===== src/rtl/arh_pkg.sv =====
package arh_pkg;

   localparam int CLOCK_KHZ       = 10000;
   localparam int PHASE1_US       = 800;
   localparam int PHASE2_US       = 3000;
   localparam int PHASE2_HPF_US   = 200000;
   localparam int PHASE1_CYC      = PHASE1_US * CLOCK_KHZ / 1000;
   localparam int PHASE2_CYC      = PHASE2_US * CLOCK_KHZ / 1000;
   localparam int PHASE2_HPF_CYC  = PHASE2_HPF_US * CLOCK_KHZ / 1000;
   localparam int CNT_W           = 32;

   localparam int CODE_W          = 10;
   localparam logic [9:0] CODE_MAX_LIN   = 10'h1fc;
   localparam logic [9:0] CODE_MIN_LIN   = 10'h203;
   localparam logic [9:0] CODE_OVERRANGE = 10'h1fd;
   localparam logic [9:0] CODE_OVERFLOW  = 10'h1fe;
   localparam logic [9:0] CODE_UNDERRNG  = 10'h202;
   localparam logic [9:0] CODE_UNDERFLOW = 10'h201;

   localparam logic [7:0] REG_CFG        = 8'h00;
   localparam logic [7:0] REG_STAT       = 8'h04;
   localparam logic [7:0] REG_AXIS1      = 8'h08;
   localparam logic [7:0] REG_AXIS2      = 8'h0c;
   localparam logic [7:0] REG_FUSE0      = 8'h10;
   localparam int FUSE_WORDS      = 4;
   localparam int FUSE_W          = 16;

   localparam int CFG_HPF_BIT     = 0;
   localparam int CFG_LPF1_LSB    = 1;
   localparam int CFG_LPF2_LSB    = 6;
   localparam int LPF_W           = 5;
   localparam logic [4:0] LPF_RESET = 5'h0c;

   localparam int STAT_INIT_BIT   = 0;
   localparam int STAT_TEST_BIT   = 1;
   localparam int STAT_PH2_BIT    = 2;
   localparam int DATA_CLASS_LSB  = 10;
   localparam int DATA_NOACC_BIT  = 15;

   localparam logic [1:0] RESP_OKAY   = 2'h0;
   localparam logic [1:0] RESP_SLVERR = 2'h2;

   typedef enum logic [2:0] {
      CL_LINEAR, CL_OVERRANGE, CL_OVERFLOW, CL_UNDERRANGE, CL_UNDERFLOW
   } arh_class_t;

   typedef enum logic [2:0] {
      ST_POR, ST_FUSE_READ, ST_PHASE1, ST_PHASE2, ST_RUN
   } arh_state_t;

endpackage


===== src/rtl/arh_axis_result.sv =====
`timescale 1ns/1ps
module arh_axis_result
   import arh_pkg::*;
#(
   parameter int DSP_W    = 16,
   parameter int SINC_MAX = 1000
) (
   // Clock and reset
   input  wire logic                    clock,
   input  wire logic                    rstSyncN,
   // Filter output stream
   input  wire logic signed [DSP_W-1:0] sample,
   input  wire logic                    sampleValid,
   input  wire logic                    freezeSync,
   // Saturated path and serial buffer
   output logic signed [DSP_W-1:0]      satSample,
   output logic [CODE_W-1:0]            heldCode,
   output arh_class_t                   heldClass
);

   localparam logic signed [DSP_W-1:0] SAT_POS = DSP_W'(SINC_MAX);
   localparam logic signed [DSP_W-1:0] SAT_NEG = -DSP_W'(SINC_MAX);
   localparam logic signed [DSP_W-1:0] LIN_POS = DSP_W'(508);
   localparam logic signed [DSP_W-1:0] LIN_NEG = -DSP_W'(509);

   logic [CODE_W-1:0] next_code;
   arh_class_t        next_class;

   // Decided from the current sample alone, so clipping ends with the first in-range sample.
   always_comb begin
      next_code  = sample[CODE_W-1:0];
      next_class = CL_LINEAR;
      if (sample >= SAT_POS) begin
         next_code  = CODE_OVERFLOW;
         next_class = CL_OVERFLOW;
      end else if (sample > LIN_POS) begin
         next_code  = CODE_OVERRANGE;
         next_class = CL_OVERRANGE;
      end else if (sample <= SAT_NEG) begin
         next_code  = CODE_UNDERFLOW;
         next_class = CL_UNDERFLOW;
      end else if (sample < LIN_NEG) begin
         next_code  = CODE_UNDERRNG;
         next_class = CL_UNDERRANGE;
      end
   end

   // The processing path is never gated by the freeze input.
   always_ff @(posedge clock or negedge rstSyncN) begin
      if (!rstSyncN) begin
         satSample <= '0;
      end else if (sampleValid) begin
         if (sample >= SAT_POS) begin
            satSample <= SAT_POS;
         end else if (sample <= SAT_NEG) begin
            satSample <= SAT_NEG;
         end else begin
            satSample <= sample;
         end
      end
   end

   always_ff @(posedge clock or negedge rstSyncN) begin
      if (!rstSyncN) begin
         heldCode  <= '0;
         heldClass <= CL_LINEAR;
      end else if (sampleValid && !freezeSync) begin
         heldCode  <= next_code;
         heldClass <= next_class;
      end
   end

endmodule // arh_axis_result


===== src/rtl/arh_top.sv =====
`timescale 1ns/1ps
module arh_top
   import arh_pkg::*;
#(
   parameter int DSP_W          = 16,
   parameter int SINC_MAX       = 1000,
   parameter int PHASE1_CYCLES  = PHASE1_CYC,
   parameter int PHASE2_CYCLES  = PHASE2_CYC,
   parameter int PHASE2H_CYCLES = PHASE2_HPF_CYC
) (
   // Clock and reset
   input  wire logic                    clock,
   input  wire logic                    arst_n,
   // Supply monitors and mode qualifier
   input  wire logic                    vccAboveThr,
   input  wire logic                    digitalRegulatorRailOk,
   input  wire logic                    analogRegulatorRailOk,
   input  wire logic                    progVoltageHigh,
   // Filter outputs of both axes
   input  wire logic signed [DSP_W-1:0] axis1Sample,
   input  wire logic signed [DSP_W-1:0] axis2Sample,
   input  wire logic                    sampleValid,
   input  wire logic                    resultFreezeInput,
   // Fuse array
   output logic [1:0]                   fuseAddr,
   output logic                         fusePowerOn,
   input  wire logic [FUSE_W-1:0]       fuseData,
   // Analog front end control and filter selection
   output logic                         referenceEnable,
   output logic                         highpassInit,
   output logic                         highpassSelectBit,
   output logic [LPF_W-1:0]             lowpassOptionAxis1,
   output logic [LPF_W-1:0]             lowpassOptionAxis2,
   output logic                         initPendingFlag,
   output logic                         testMode,
   // AXI4-Lite write channels
   input  wire logic [7:0]              s_axi_awaddr,
   input  wire logic                    s_axi_awvalid,
   output logic                         s_axi_awready,
   input  wire logic [31:0]             s_axi_wdata,
   input  wire logic [3:0]              s_axi_wstrb,
   input  wire logic                    s_axi_wvalid,
   output logic                         s_axi_wready,
   output logic [1:0]                   s_axi_bresp,
   output logic                         s_axi_bvalid,
   input  wire logic                    s_axi_bready,
   // AXI4-Lite read channels
   input  wire logic [7:0]              s_axi_araddr,
   input  wire logic                    s_axi_arvalid,
   output logic                         s_axi_arready,
   output logic [31:0]                  s_axi_rdata,
   output logic [1:0]                   s_axi_rresp,
   output logic                         s_axi_rvalid,
   input  wire logic                    s_axi_rready
);

   ////////////////////////////////////////////////////////////////////////////////
   logic                    rstMeta;
   logic                    rstSyncN;
   logic                    freezeMeta;
   logic                    freezeSync;
   logic                    suppliesOk;
   arh_state_t              state;
   logic [CNT_W-1:0]        timer;
   logic [2:0]              fuseIdx;
   logic                    fuseCapture;
   logic [FUSE_W-1:0]       fuseMirror [FUSE_WORDS];
   logic                    accessOpen;
   logic                    accelReady;
   logic [31:0]             cfgWord;
   logic [DSP_W-1:0]        sat1;
   logic [DSP_W-1:0]        sat2;
   logic [CODE_W-1:0]       code1;
   logic [CODE_W-1:0]       code2;
   arh_class_t              class1;
   arh_class_t              class2;

   always_ff @(posedge clock or negedge arst_n) begin
      if (!arst_n) begin
         rstMeta  <= 1'b0;
         rstSyncN <= 1'b0;
      end else begin
         rstMeta  <= 1'b1;
         rstSyncN <= rstMeta;
      end
   end

   // Two stages so a buffer word is loaded whole or not at all.
   always_ff @(posedge clock or negedge rstSyncN) begin
      if (!rstSyncN) begin
         freezeMeta <= 1'b0;
         freezeSync <= 1'b0;
      end else begin
         freezeMeta <= resultFreezeInput;
         freezeSync <= freezeMeta;
      end
   end

   ////////////////////////////////////////////////////////////////////////////////
   assign suppliesOk  = vccAboveThr && digitalRegulatorRailOk && analogRegulatorRailOk;
   assign accessOpen  = (state == ST_PHASE2) || (state == ST_RUN);
   assign accelReady  = (state == ST_RUN);
   assign fuseCapture = (state == ST_FUSE_READ) && (fuseIdx != 3'h0);

   // A supply dip at any time drops back to the power-on hold and restarts init.
   always_ff @(posedge clock or negedge rstSyncN) begin
      if (!rstSyncN) begin
         state <= ST_POR;
         timer <= '0;
      end else if (!suppliesOk) begin
         state <= ST_POR;
         timer <= '0;
      end else begin
         timer <= timer + 32'h1;
         case (state)
            ST_POR: begin
               state <= ST_FUSE_READ;
               timer <= '0;
            end
            ST_FUSE_READ: begin
               if (fuseIdx == 3'(FUSE_WORDS)) begin
                  state <= ST_PHASE1;
               end
            end
            ST_PHASE1: begin
               if (timer >= CNT_W'(PHASE1_CYCLES - 1)) begin
                  state <= ST_PHASE2;
                  timer <= '0;
               end
            end
            ST_PHASE2: begin
               if (highpassSelectBit ? (timer >= CNT_W'(PHASE2H_CYCLES - 1))
                                     : (timer >= CNT_W'(PHASE2_CYCLES - 1))) begin
                  state <= ST_RUN;
               end
            end
            ST_RUN: begin
               timer <= timer;
            end
            default: begin
               state <= ST_POR;
            end
         endcase
      end
   end

   // The address register lags the index by one cycle, so capture trails the index.
   always_ff @(posedge clock or negedge rstSyncN) begin
      if (!rstSyncN) begin
         fuseIdx     <= '0;
         fuseAddr    <= '0;
         fusePowerOn <= 1'b0;
      end else if (state == ST_FUSE_READ && suppliesOk) begin
         fusePowerOn <= (fuseIdx != 3'(FUSE_WORDS));
         fuseIdx     <= fuseIdx + 3'h1;
         fuseAddr    <= fuseIdx[1:0];
      end else begin
         fuseIdx     <= '0;
         fuseAddr    <= '0;
         fusePowerOn <= (state == ST_POR) && suppliesOk;
      end
   end

   always_ff @(posedge clock or negedge rstSyncN) begin
      if (!rstSyncN) begin
         for (int i = 0; i < FUSE_WORDS; i++) begin
            fuseMirror[i] <= '0;
         end
      end else if (fuseCapture) begin
         fuseMirror[fuseIdx[1:0] - 2'h1] <= fuseData;
      end
   end

   // Mode is strapped each time the power-on hold ends, after reset or a supply dip; the supply level alone never selects it.
   always_ff @(posedge clock or negedge rstSyncN) begin
      if (!rstSyncN) begin
         testMode <= 1'b0;
      end else if (state == ST_POR && suppliesOk) begin
         testMode <= progVoltageHigh;
      end
   end

   always_ff @(posedge clock or negedge rstSyncN) begin
      if (!rstSyncN) begin
         referenceEnable <= 1'b0;
         highpassInit    <= 1'b0;
         initPendingFlag <= 1'b1;
      end else begin
         referenceEnable <= (state == ST_PHASE2) || (state == ST_RUN);
         highpassInit    <= (state == ST_PHASE2) && highpassSelectBit;
         initPendingFlag <= (state != ST_RUN);
      end
   end

   ////////////////////////////////////////////////////////////////////////////////
   arh_axis_result #(
      .DSP_W    (DSP_W),
      .SINC_MAX (SINC_MAX)
   ) u_axis1 (
      .clock       (clock),
      .rstSyncN    (rstSyncN),
      .sample      (axis1Sample),
      .sampleValid (sampleValid),
      .freezeSync  (freezeSync),
      .satSample   (sat1),
      .heldCode    (code1),
      .heldClass   (class1)
   );

   arh_axis_result #(
      .DSP_W    (DSP_W),
      .SINC_MAX (SINC_MAX)
   ) u_axis2 (
      .clock       (clock),
      .rstSyncN    (rstSyncN),
      .sample      (axis2Sample),
      .sampleValid (sampleValid),
      .freezeSync  (freezeSync),
      .satSample   (sat2),
      .heldCode    (code2),
      .heldClass   (class2)
   );

   ////////////////////////////////////////////////////////////////////////////////
   logic        awHeld;
   logic        wHeld;
   logic [7:0]  awAddr;
   logic [31:0] wData;
   logic [3:0]  wStrb;
   logic        doWrite;

   assign doWrite = awHeld && wHeld && !s_axi_bvalid;
   assign cfgWord = {21'h0, lowpassOptionAxis2, lowpassOptionAxis1, highpassSelectBit};

   // Channels stall in phase one: the host sees no handshake at all.
   always_ff @(posedge clock or negedge rstSyncN) begin
      if (!rstSyncN) begin
         s_axi_awready <= 1'b0;
         s_axi_wready  <= 1'b0;
         awHeld        <= 1'b0;
         wHeld         <= 1'b0;
         awAddr        <= '0;
         wData         <= '0;
         wStrb         <= '0;
      end else begin
         s_axi_awready <= accessOpen && !awHeld && !s_axi_awready && s_axi_awvalid;
         s_axi_wready  <= accessOpen && !wHeld && !s_axi_wready && s_axi_wvalid;
         if (s_axi_awvalid && s_axi_awready) begin
            awHeld <= 1'b1;
            awAddr <= s_axi_awaddr;
         end else if (doWrite) begin
            awHeld <= 1'b0;
         end
         if (s_axi_wvalid && s_axi_wready) begin
            wHeld <= 1'b1;
            wData <= s_axi_wdata;
            wStrb <= s_axi_wstrb;
         end else if (doWrite) begin
            wHeld <= 1'b0;
         end
      end
   end

   always_ff @(posedge clock or negedge rstSyncN) begin
      if (!rstSyncN) begin
         highpassSelectBit  <= 1'b0;
         lowpassOptionAxis1 <= LPF_RESET;
         lowpassOptionAxis2 <= LPF_RESET;
      end else if (doWrite && awAddr[7:2] == REG_CFG[7:2]) begin
         if (wStrb[0]) begin
            highpassSelectBit  <= wData[CFG_HPF_BIT];
            lowpassOptionAxis1 <= wData[CFG_LPF1_LSB +: LPF_W];
         end
         if (wStrb[0] && wStrb[1]) begin
            lowpassOptionAxis2 <= wData[CFG_LPF2_LSB +: LPF_W];
         end
      end
   end

   always_ff @(posedge clock or negedge rstSyncN) begin
      if (!rstSyncN) begin
         s_axi_bvalid <= 1'b0;
         s_axi_bresp  <= RESP_OKAY;
      end else if (doWrite) begin
         s_axi_bvalid <= 1'b1;
         s_axi_bresp  <= (awAddr[7:2] == REG_CFG[7:2]) ? RESP_OKAY : RESP_SLVERR;
      end else if (s_axi_bready) begin
         s_axi_bvalid <= 1'b0;
      end
   end

   ////////////////////////////////////////////////////////////////////////////////
   logic [31:0] next_rdata;
   logic [1:0]  next_rresp;

   // Before init completes the data words carry a marker bit instead of acceleration.
   always_comb begin
      next_rdata = '0;
      next_rresp = RESP_OKAY;
      case (s_axi_araddr[7:2])
         REG_CFG[7:2]:   next_rdata = cfgWord;
         REG_STAT[7:2]:  next_rdata = {29'h0, (state == ST_PHASE2), testMode, initPendingFlag};
         REG_AXIS1[7:2]: next_rdata = accelReady ? {19'h0, class1, code1}
                                                 : 32'h0000_8000;
         REG_AXIS2[7:2]: next_rdata = accelReady ? {19'h0, class2, code2}
                                                 : 32'h0000_8000;
         default: begin
            if (s_axi_araddr[7:4] == REG_FUSE0[7:4]) begin
               next_rdata = {16'h0, fuseMirror[s_axi_araddr[3:2]]};
            end else begin
               next_rresp = RESP_SLVERR;
            end
         end
      endcase
   end

   always_ff @(posedge clock or negedge rstSyncN) begin
      if (!rstSyncN) begin
         s_axi_arready <= 1'b0;
         s_axi_rvalid  <= 1'b0;
         s_axi_rdata   <= '0;
         s_axi_rresp   <= RESP_OKAY;
      end else begin
         s_axi_arready <= 1'b0;
         if (s_axi_arvalid && !s_axi_arready && !s_axi_rvalid && accessOpen) begin
            s_axi_arready <= 1'b1;
            s_axi_rvalid  <= 1'b1;
            s_axi_rdata   <= next_rdata;
            s_axi_rresp   <= next_rresp;
         end else if (s_axi_rvalid && s_axi_rready) begin
            s_axi_rvalid <= 1'b0;
         end
      end
   end

endmodule // arh_top


===== config.mk =====
export PLATFORM = sky130hd
export DESIGN_NAME = arh_top
export DESIGN_NICKNAME = d
export VERILOG_FILES = /design/src/rtl/arh_pkg.sv /design/src/rtl/arh_axis_result.sv /design/src/rtl/arh_top.sv
export SDC_FILE = /design/constraint.sdc
export NUM_CORES = 1
export LEC_CHECK = 0
export BUFFER_PORTS_ARGS = -buffer_cell sky130_fd_sc_hd__clkbuf_2
export CORE_ASPECT_RATIO = 1.1
export CORE_MARGIN = 1
export CORE_UTILIZATION = 39
export DETAILED_ROUTE_END_ITERATION = 8
export GPL_TIMING_DRIVEN = 0
export PLACE_DENSITY = 0.63
export REMOVE_ABC_BUFFERS = 1
export SETUP_SLACK_MARGIN = 0.5
export SLEW_MARGIN = 0
export SYNTH_ARGS = -nofsm -noshare
export SYNTH_HDL_FRONTEND = slang
export SYNTH_HIERARCHICAL = 1
export SYNTH_SLANG_ARGS = --single-unit

===== constraint.sdc =====
create_clock -name clock -period 8.3 [get_ports clock]
set_input_delay 0.83 -clock clock [delete_from_list [all_inputs] [get_ports clock]]
set_output_delay 0.83 -clock clock [all_outputs]
set_load 0.05 [all_outputs]

==> results_dict.tcl, run 1 <==
set metrics [dict create \
    status "complete, no violations" \
    drv_cap 0 \
    wire_per_inst_um 17.59 \
    power_density_mw_per_mm2 184.1 \
    final_cells 1258 \
    syn_to_final_growth_pct 15.79 \
    ant_nets 0 \
    core-area_mm2 0.02362 \
    globalRouteOverflowTotal 0 \
    cts_root_buf "clkbuf_16" \
    cts-buffers-inserted 17 \
    num-nets-final 1059 \
    cts_num_sinks 194 \
    period_needed_ns 2.964 \
    clockBufferDepth 2 \
    fillers 2222 \
    ios 172 \
    drive_above_1_share 0.3221 \
    clock_skew_ns 0.01117 \
    cp.arrival_ns 3.31 \
    finalCritPeriodShare 0.3571 \
    finalSetupTns_ns 0 \
    cts.hold.buffers_added 0 \
    critPathRequiredTime_ns 8.64 \
    routed_via_density 5.438 \
    htreeDepth 4 \
    peakVddDrop_v 0.0001091 \
    syn_inst 830 \
    gp_congestion 0.8284 \
    hp-class "reg2async" \
    dr_total_vias 6841 \
    finalSetupViolCount 0 \
    die-width_um 150.0 \
    avgSynthCellArea_um2 11.32 \
    rows 59 \
    max_clock_freq_mhz 337.4 \
    path_class "reg2reg" \
    cts_resized 0 \
    worstMarginPinSlew_ns 1.034 \
    portBuffers 126 \
    cts_tree "built" \
    slowest_delay_ns 0.58 \
    postCtsSetupRepairBufs 0 \
    first_iter_violations 314 \
    r2r_start "state[1]" \
    start_kind "flip-flop" \
    power_leakage_nw 4.925 \
    drc_errors 0 \
    ys_warn_count 6 \
    cp_num_buf_inv 2 \
    dr.pass1.iters 4 \
    diodes 0 \
    grt_max_degree 68 \
    grt_pass1_vias 6620 \
    crit_chain "nor3b_1, nor2_1, inv_1, nand2_1, inv_1, nand2_1, o21ai_0" \
    clock_latency_ns 0.43 \
    synth_area_mm2 0.009392 \
    die_h_um 164.8 \
    worstPathMaxFanout 26 \
    track_usage 0.1850 \
    finalHoldViolCount 0 \
    wl_mm 22.13 \
    critPathSlowestCell "nand2_1" \
    maxSlewHeadroom 0.3107 \
    antenna_found_initial 0 \
    die-area_mm2 0.02471 \
    path_clk_slew_ns 0.07 \
    place_inst 1226 \
    critPathTopFamily "simple AND/OR/NAND/NOR gates" \
    maxSlewViolCount 0 \
    hpwl_mm 15.93 \
    worstSetupStartpoint "state[1]" \
    rsz0062_at_grt "false" \
    critPathCaptureType "flip-flop" \
    start_util 0.3976 \
    grt_pass1_wl_mm 35.02 \
]
## placed cells by master, fill, tap and decap left out, types with 23 or more instances in the layout
cell type,instances
clkbuf_2,126
a21oi_1,39
o21ai_0,37
mux2_2,97
dfrtp_1,188
nand2_1,84
inv_1,23
nand3_1,32
nor2_1,27
a31oi_1,26
## report_power, final
group / internal [mW] / switching (mW)
clock: 0.433 / 0.381
combinational: 0.0677 / 0.113
sequential: 0.984 / 0.0228
## final timing paths
path / end / slack, ns / cells after the start
max in group asynchronous: initPendingFlag / 7.28 / 2
min in group clock: rstSyncN / 0.36 / 0
setup / recovery: s_axi_rdata[2] / 5.34 / 7
hold / removal: highpassInit / 0.14 / 0
setup reg to reg: s_axi_rdata[2] / 5.34 / 7
hold reg to reg: highpassInit / 0.14 / 0
## through the flow
step | setup slack (ns) | util | total power, mW | hold slack (ns) | instance area (um^2)
2_1_floorplan | 2.502 | - | 1.133 | 0.3312 | 9121
3_3_place_gp | 0.1235 | 0.4290 | 1.199 | 0.3369 | 10130
3_5_place_dp | 5.004 | 0.4354 | 1.208 | 0.1346 | 10290
4_1_cts | 5.234 | 0.4603 | 2.028 | 0.1412 | 10870
5_1_grt | 5.016 | 0.4603 | 2.085 | 0.1471 | 10870
6_report | 5.336 | 0.4603 | 2.002 | 0.1391 | 10870
## metal layers
metal / vias up / GRT usage / routed length [um]
met5: - / 0 / 0
met3: 30 / 0.03287 / 915
met2: 157 / 0.3043 / 10680
met4: 0 / 0.06382 / 486
met1: 3403 / 0.2455 / 10050
li1: 3251 / - / -
## sequential cells by signal, indices dropped and copies added, names as in the netlist, 5 cells and up
signal,cells
wData,11
lowpassOptionAxis2,5
awAddr,6
timer,32
u_axis2/heldCode,10
lowpassOptionAxis1,5
u_axis1/heldCode,10
s_axi_rdata,16
fuseMirror,64
## final cells by class
cell class	count	area (um^2)	share of cell area
flip-flops and latches	194	4865	0.4474
multi-input cells	572	4190	0.3853
repair buffers	132	763.2	0.07019
clock buffers	18	439.2	0.04039
well taps	305	381.6	0.03509
clock inverters	14	148.9	0.01369
inverters	23	86.33	0.007939
(Power assumes the default switching activity.)
==> run 2, diff against run 1 <==
--- a/config.mk
+++ b/config.mk
@@ -11,7 +11,7 @@
 export CORE_UTILIZATION = 39
 export DETAILED_ROUTE_END_ITERATION = 8
 export GPL_TIMING_DRIVEN = 0
-export PLACE_DENSITY = 0.63
+export PLACE_DENSITY = 0.65
 export REMOVE_ABC_BUFFERS = 1
 export SETUP_SLACK_MARGIN = 0.5
 export SLEW_MARGIN = 0
==> constraint.sdc (replaced) <==
create_clock -name clock -period 2.5 [get_ports clock]
set_input_delay 0.25 -clock clock [delete_from_list [all_inputs] [get_ports clock]]
set_output_delay 0.25 -clock clock [all_outputs]
set_load 0.05 [all_outputs]
==> results_dict.tcl, run 2 (synthesis results as in run 1) <==
set metrics [dict create \
    max_clock_freq_mhz 442.8 \
    die-area_mm2 0.02471 \
    die_h_um 164.8 \
    start_util 0.3976 \
    finalInstanceArea_mm2 0.01149 \
    internal-power_mw 4.905 \
    critPathRequiredTime_ns 2.85 \
    die-width_um 150.0 \
    final_util 0.4863 \
    period_needed_ns 2.259 \
    p_clk_frac 0.403 \
    first_iter_violations 442 \
    power_leakage_nw 5.180 \
    dr.pass1.iters 4 \
    finalSetupTns_ns 0 \
    ant_nets 0 \
    start_kind "flip-flop" \
    finalHoldViolCount 0 \
    grt_pass1_wl_mm 36.00 \
    critPathSlowestCell "or4_4" \
    clock_skew_ns 0.008745 \
    power_mw 6.642 \
    clockBufferDepth 2 \
    maxSlewViolCount 0 \
    gp_congestion 0.8099 \
    cts_tree "built" \
    grt_pass1_vias 6854 \
    wire_per_inst_um 17.84 \
    grt_max_degree 70 \
    min_from "s_axi_wstrb[0]" \
    switching_share 0.2615 \
    rsz0062_at_grt "true" \
    drc_errors 0 \
    reg2reg_slack_ns 0.24 \
    worstReg2RegEnd "timer[15]" \
    hold_end "wStrb[0]" \
    worstMarginPinSlew_ns 0.9764 \
    maxSlewHeadroom 0.3437 \
    critPathCaptureType "flip-flop" \
    largest_reg_flops 64 \
    antenna_found_initial 0 \
    drv_cap 0 \
    diodes 0 \
    path_clk_slew_ns 0.07 \
    power_frac_seq 0.506 \
    drive_above_1_share 0.3906 \
    reg_top3 "fuseMirror: 64 flops, timer: 32 flops, s_axi_rdata: 16 flops" \
    mostFrequentLayoutCells "dfrtp_1, clkbuf_2, mux2_2" \
    peakVddDrop_v 0.0003411 \
    worstPathMaxFanout 3 \
    placed_area_mm2 0.01025 \
    fillers 2117 \
    preCtsSetupSlack_ns -0.3106 \
    cts_num_sinks 194 \
    hpwl_mm 15.81 \
    crit_chain "or4_4, nor3_4, o2111ai_4, buf_4, buf_6, a21oi_4, buf_6, a21oi_1, o21ai_1" \
    ios 172 \
    core-area_mm2 0.02362 \
    finalSetupViolCount 0 \
    dr_total_vias 6962 \
    wl_mm 22.98 \
    syn_to_final_growth_pct 22.32 \
    portBuffers 126 \
    final.setup.worst_slack_ns 0.2414 \
    cp_num_buf_inv 3 \
    slowest_delay_ns 0.54 \
    reg2regPathDepth 9 \
    htreeDepth 4 \
    clock_latency_ns 0.43 \
    whs_path_depth 2 \
    cts-buffers-inserted 17 \
    critPathTopFamily "simple AND/OR/NAND/NOR gates" \
    cp.arrival_ns 2.61 \
    crit_top_cell "buf_6" \
    path_class "reg2reg" \
    comb_power_share 0.091 \
    cts_root_buf "clkbuf_16" \
    layout_commonest_cell "dfrtp_1" \
    switchingPower_mw 1.737 \
    power_density_mw_per_mm2 578.2 \
    r2r_start "timer[16]" \
    rows 59 \
    finalCritPeriodShare 0.9034 \
    largest_register "fuseMirror" \
    globalRouteOverflowTotal 0 \
    track_usage 0.1907 \
    routed_via_density 5.405 \
    status "complete, no violations" \
    hp-class "in2reg" \
    num-nets-final 1089 \
]
==> run 2: cell types whose count changed in the layout (fill, tap and decap cells not counted), moves of 3 or more <==
| cell | delta |
|---|---|
| nor2_1 | -3 |
| dlygate4sd3_1 | +4 |
| nand2_1 | -5 |
| a21oi_1 | -10 |
| buf_4 | +11 |
| a21oi_2 | +10 |
| nand2_4 | +3 |
| nor2_4 | +3 |
| clkinvlp_4 | +4 |
| inv_6 | -4 |
| dfrtp_1 | -8 |
| dfrtp_2 | +8 |
| a31oi_1 | -3 |
| buf_6 | +11 |
==> run 2: cell type report <==
type	count	area, um^2	share of cell area
flip-flops and latches	194	4875	0.4244
multi-input cells	573	4486	0.3905
repair buffers	161	1075	0.09356
clock buffers	17	425.4	0.03703
well taps	305	381.6	0.03322
clock inverters	15	155.1	0.01351
inverters	23	90.09	0.007842
==> run 2: repair_timing <==
item,in CTS,in global routing
pin swaps,19,15
hold buffers,4,0
buffers inserted,20,5
endpoints found under the setup margin,110,115
gates cloned,2,1
gates resized for setup,37,48
hold endpoints to repair,5,0
==> run 2: metal layers <==
| metal | track usage | part of all wire | vias to the layer above |
|---|---|---|---|
| met3 | 0.03425 | 0.044 | 29 |
| met1 | 0.2521 | 0.45 | 3451 |
| met5 | 0 | 0 | - |
| met2 | 0.3148 | 0.49 | 172 |
| li1 | - | - | 3310 |
| met4 | 0.06520 | 0.020 | 0 |
==> run 2: power groups by stage <==
stage	Sequential [mW]	Clock (mW)	Combinational, mW
CTS	3.36	2.74	0.600
detailed placement	3.42	0	0.582
global placement	3.46	0	0.519
floorplan	3.47	0	0.294
global route	3.38	2.86	0.664
finish	3.36	2.68	0.604
==> run 2: worst max path at each step <==
stage,startpoint,endpoint,depth (start not counted)
3_3_place_gp,rstSyncN,fuseMirror[39],0
4_1_cts,timer[16],timer[16],7
3_5_place_dp,state[1],s_axi_rdata[0],7
5_1_grt,timer[16],timer[6],8
2_1_floorplan,rstSyncN,awAddr[2],0
6_report,timer[16],timer[15],9
==> run 2: metrics by stage <==
stage | std cells | hold WS (ns)
finish | 1288 | 0.04765
global route | 1288 | 0.03645
CTS | 1282 | 0.02867
detailed placement | 1224 | 0.03723
global placement | 1220 | 0.03604
floorplan | 789 | -0.04559
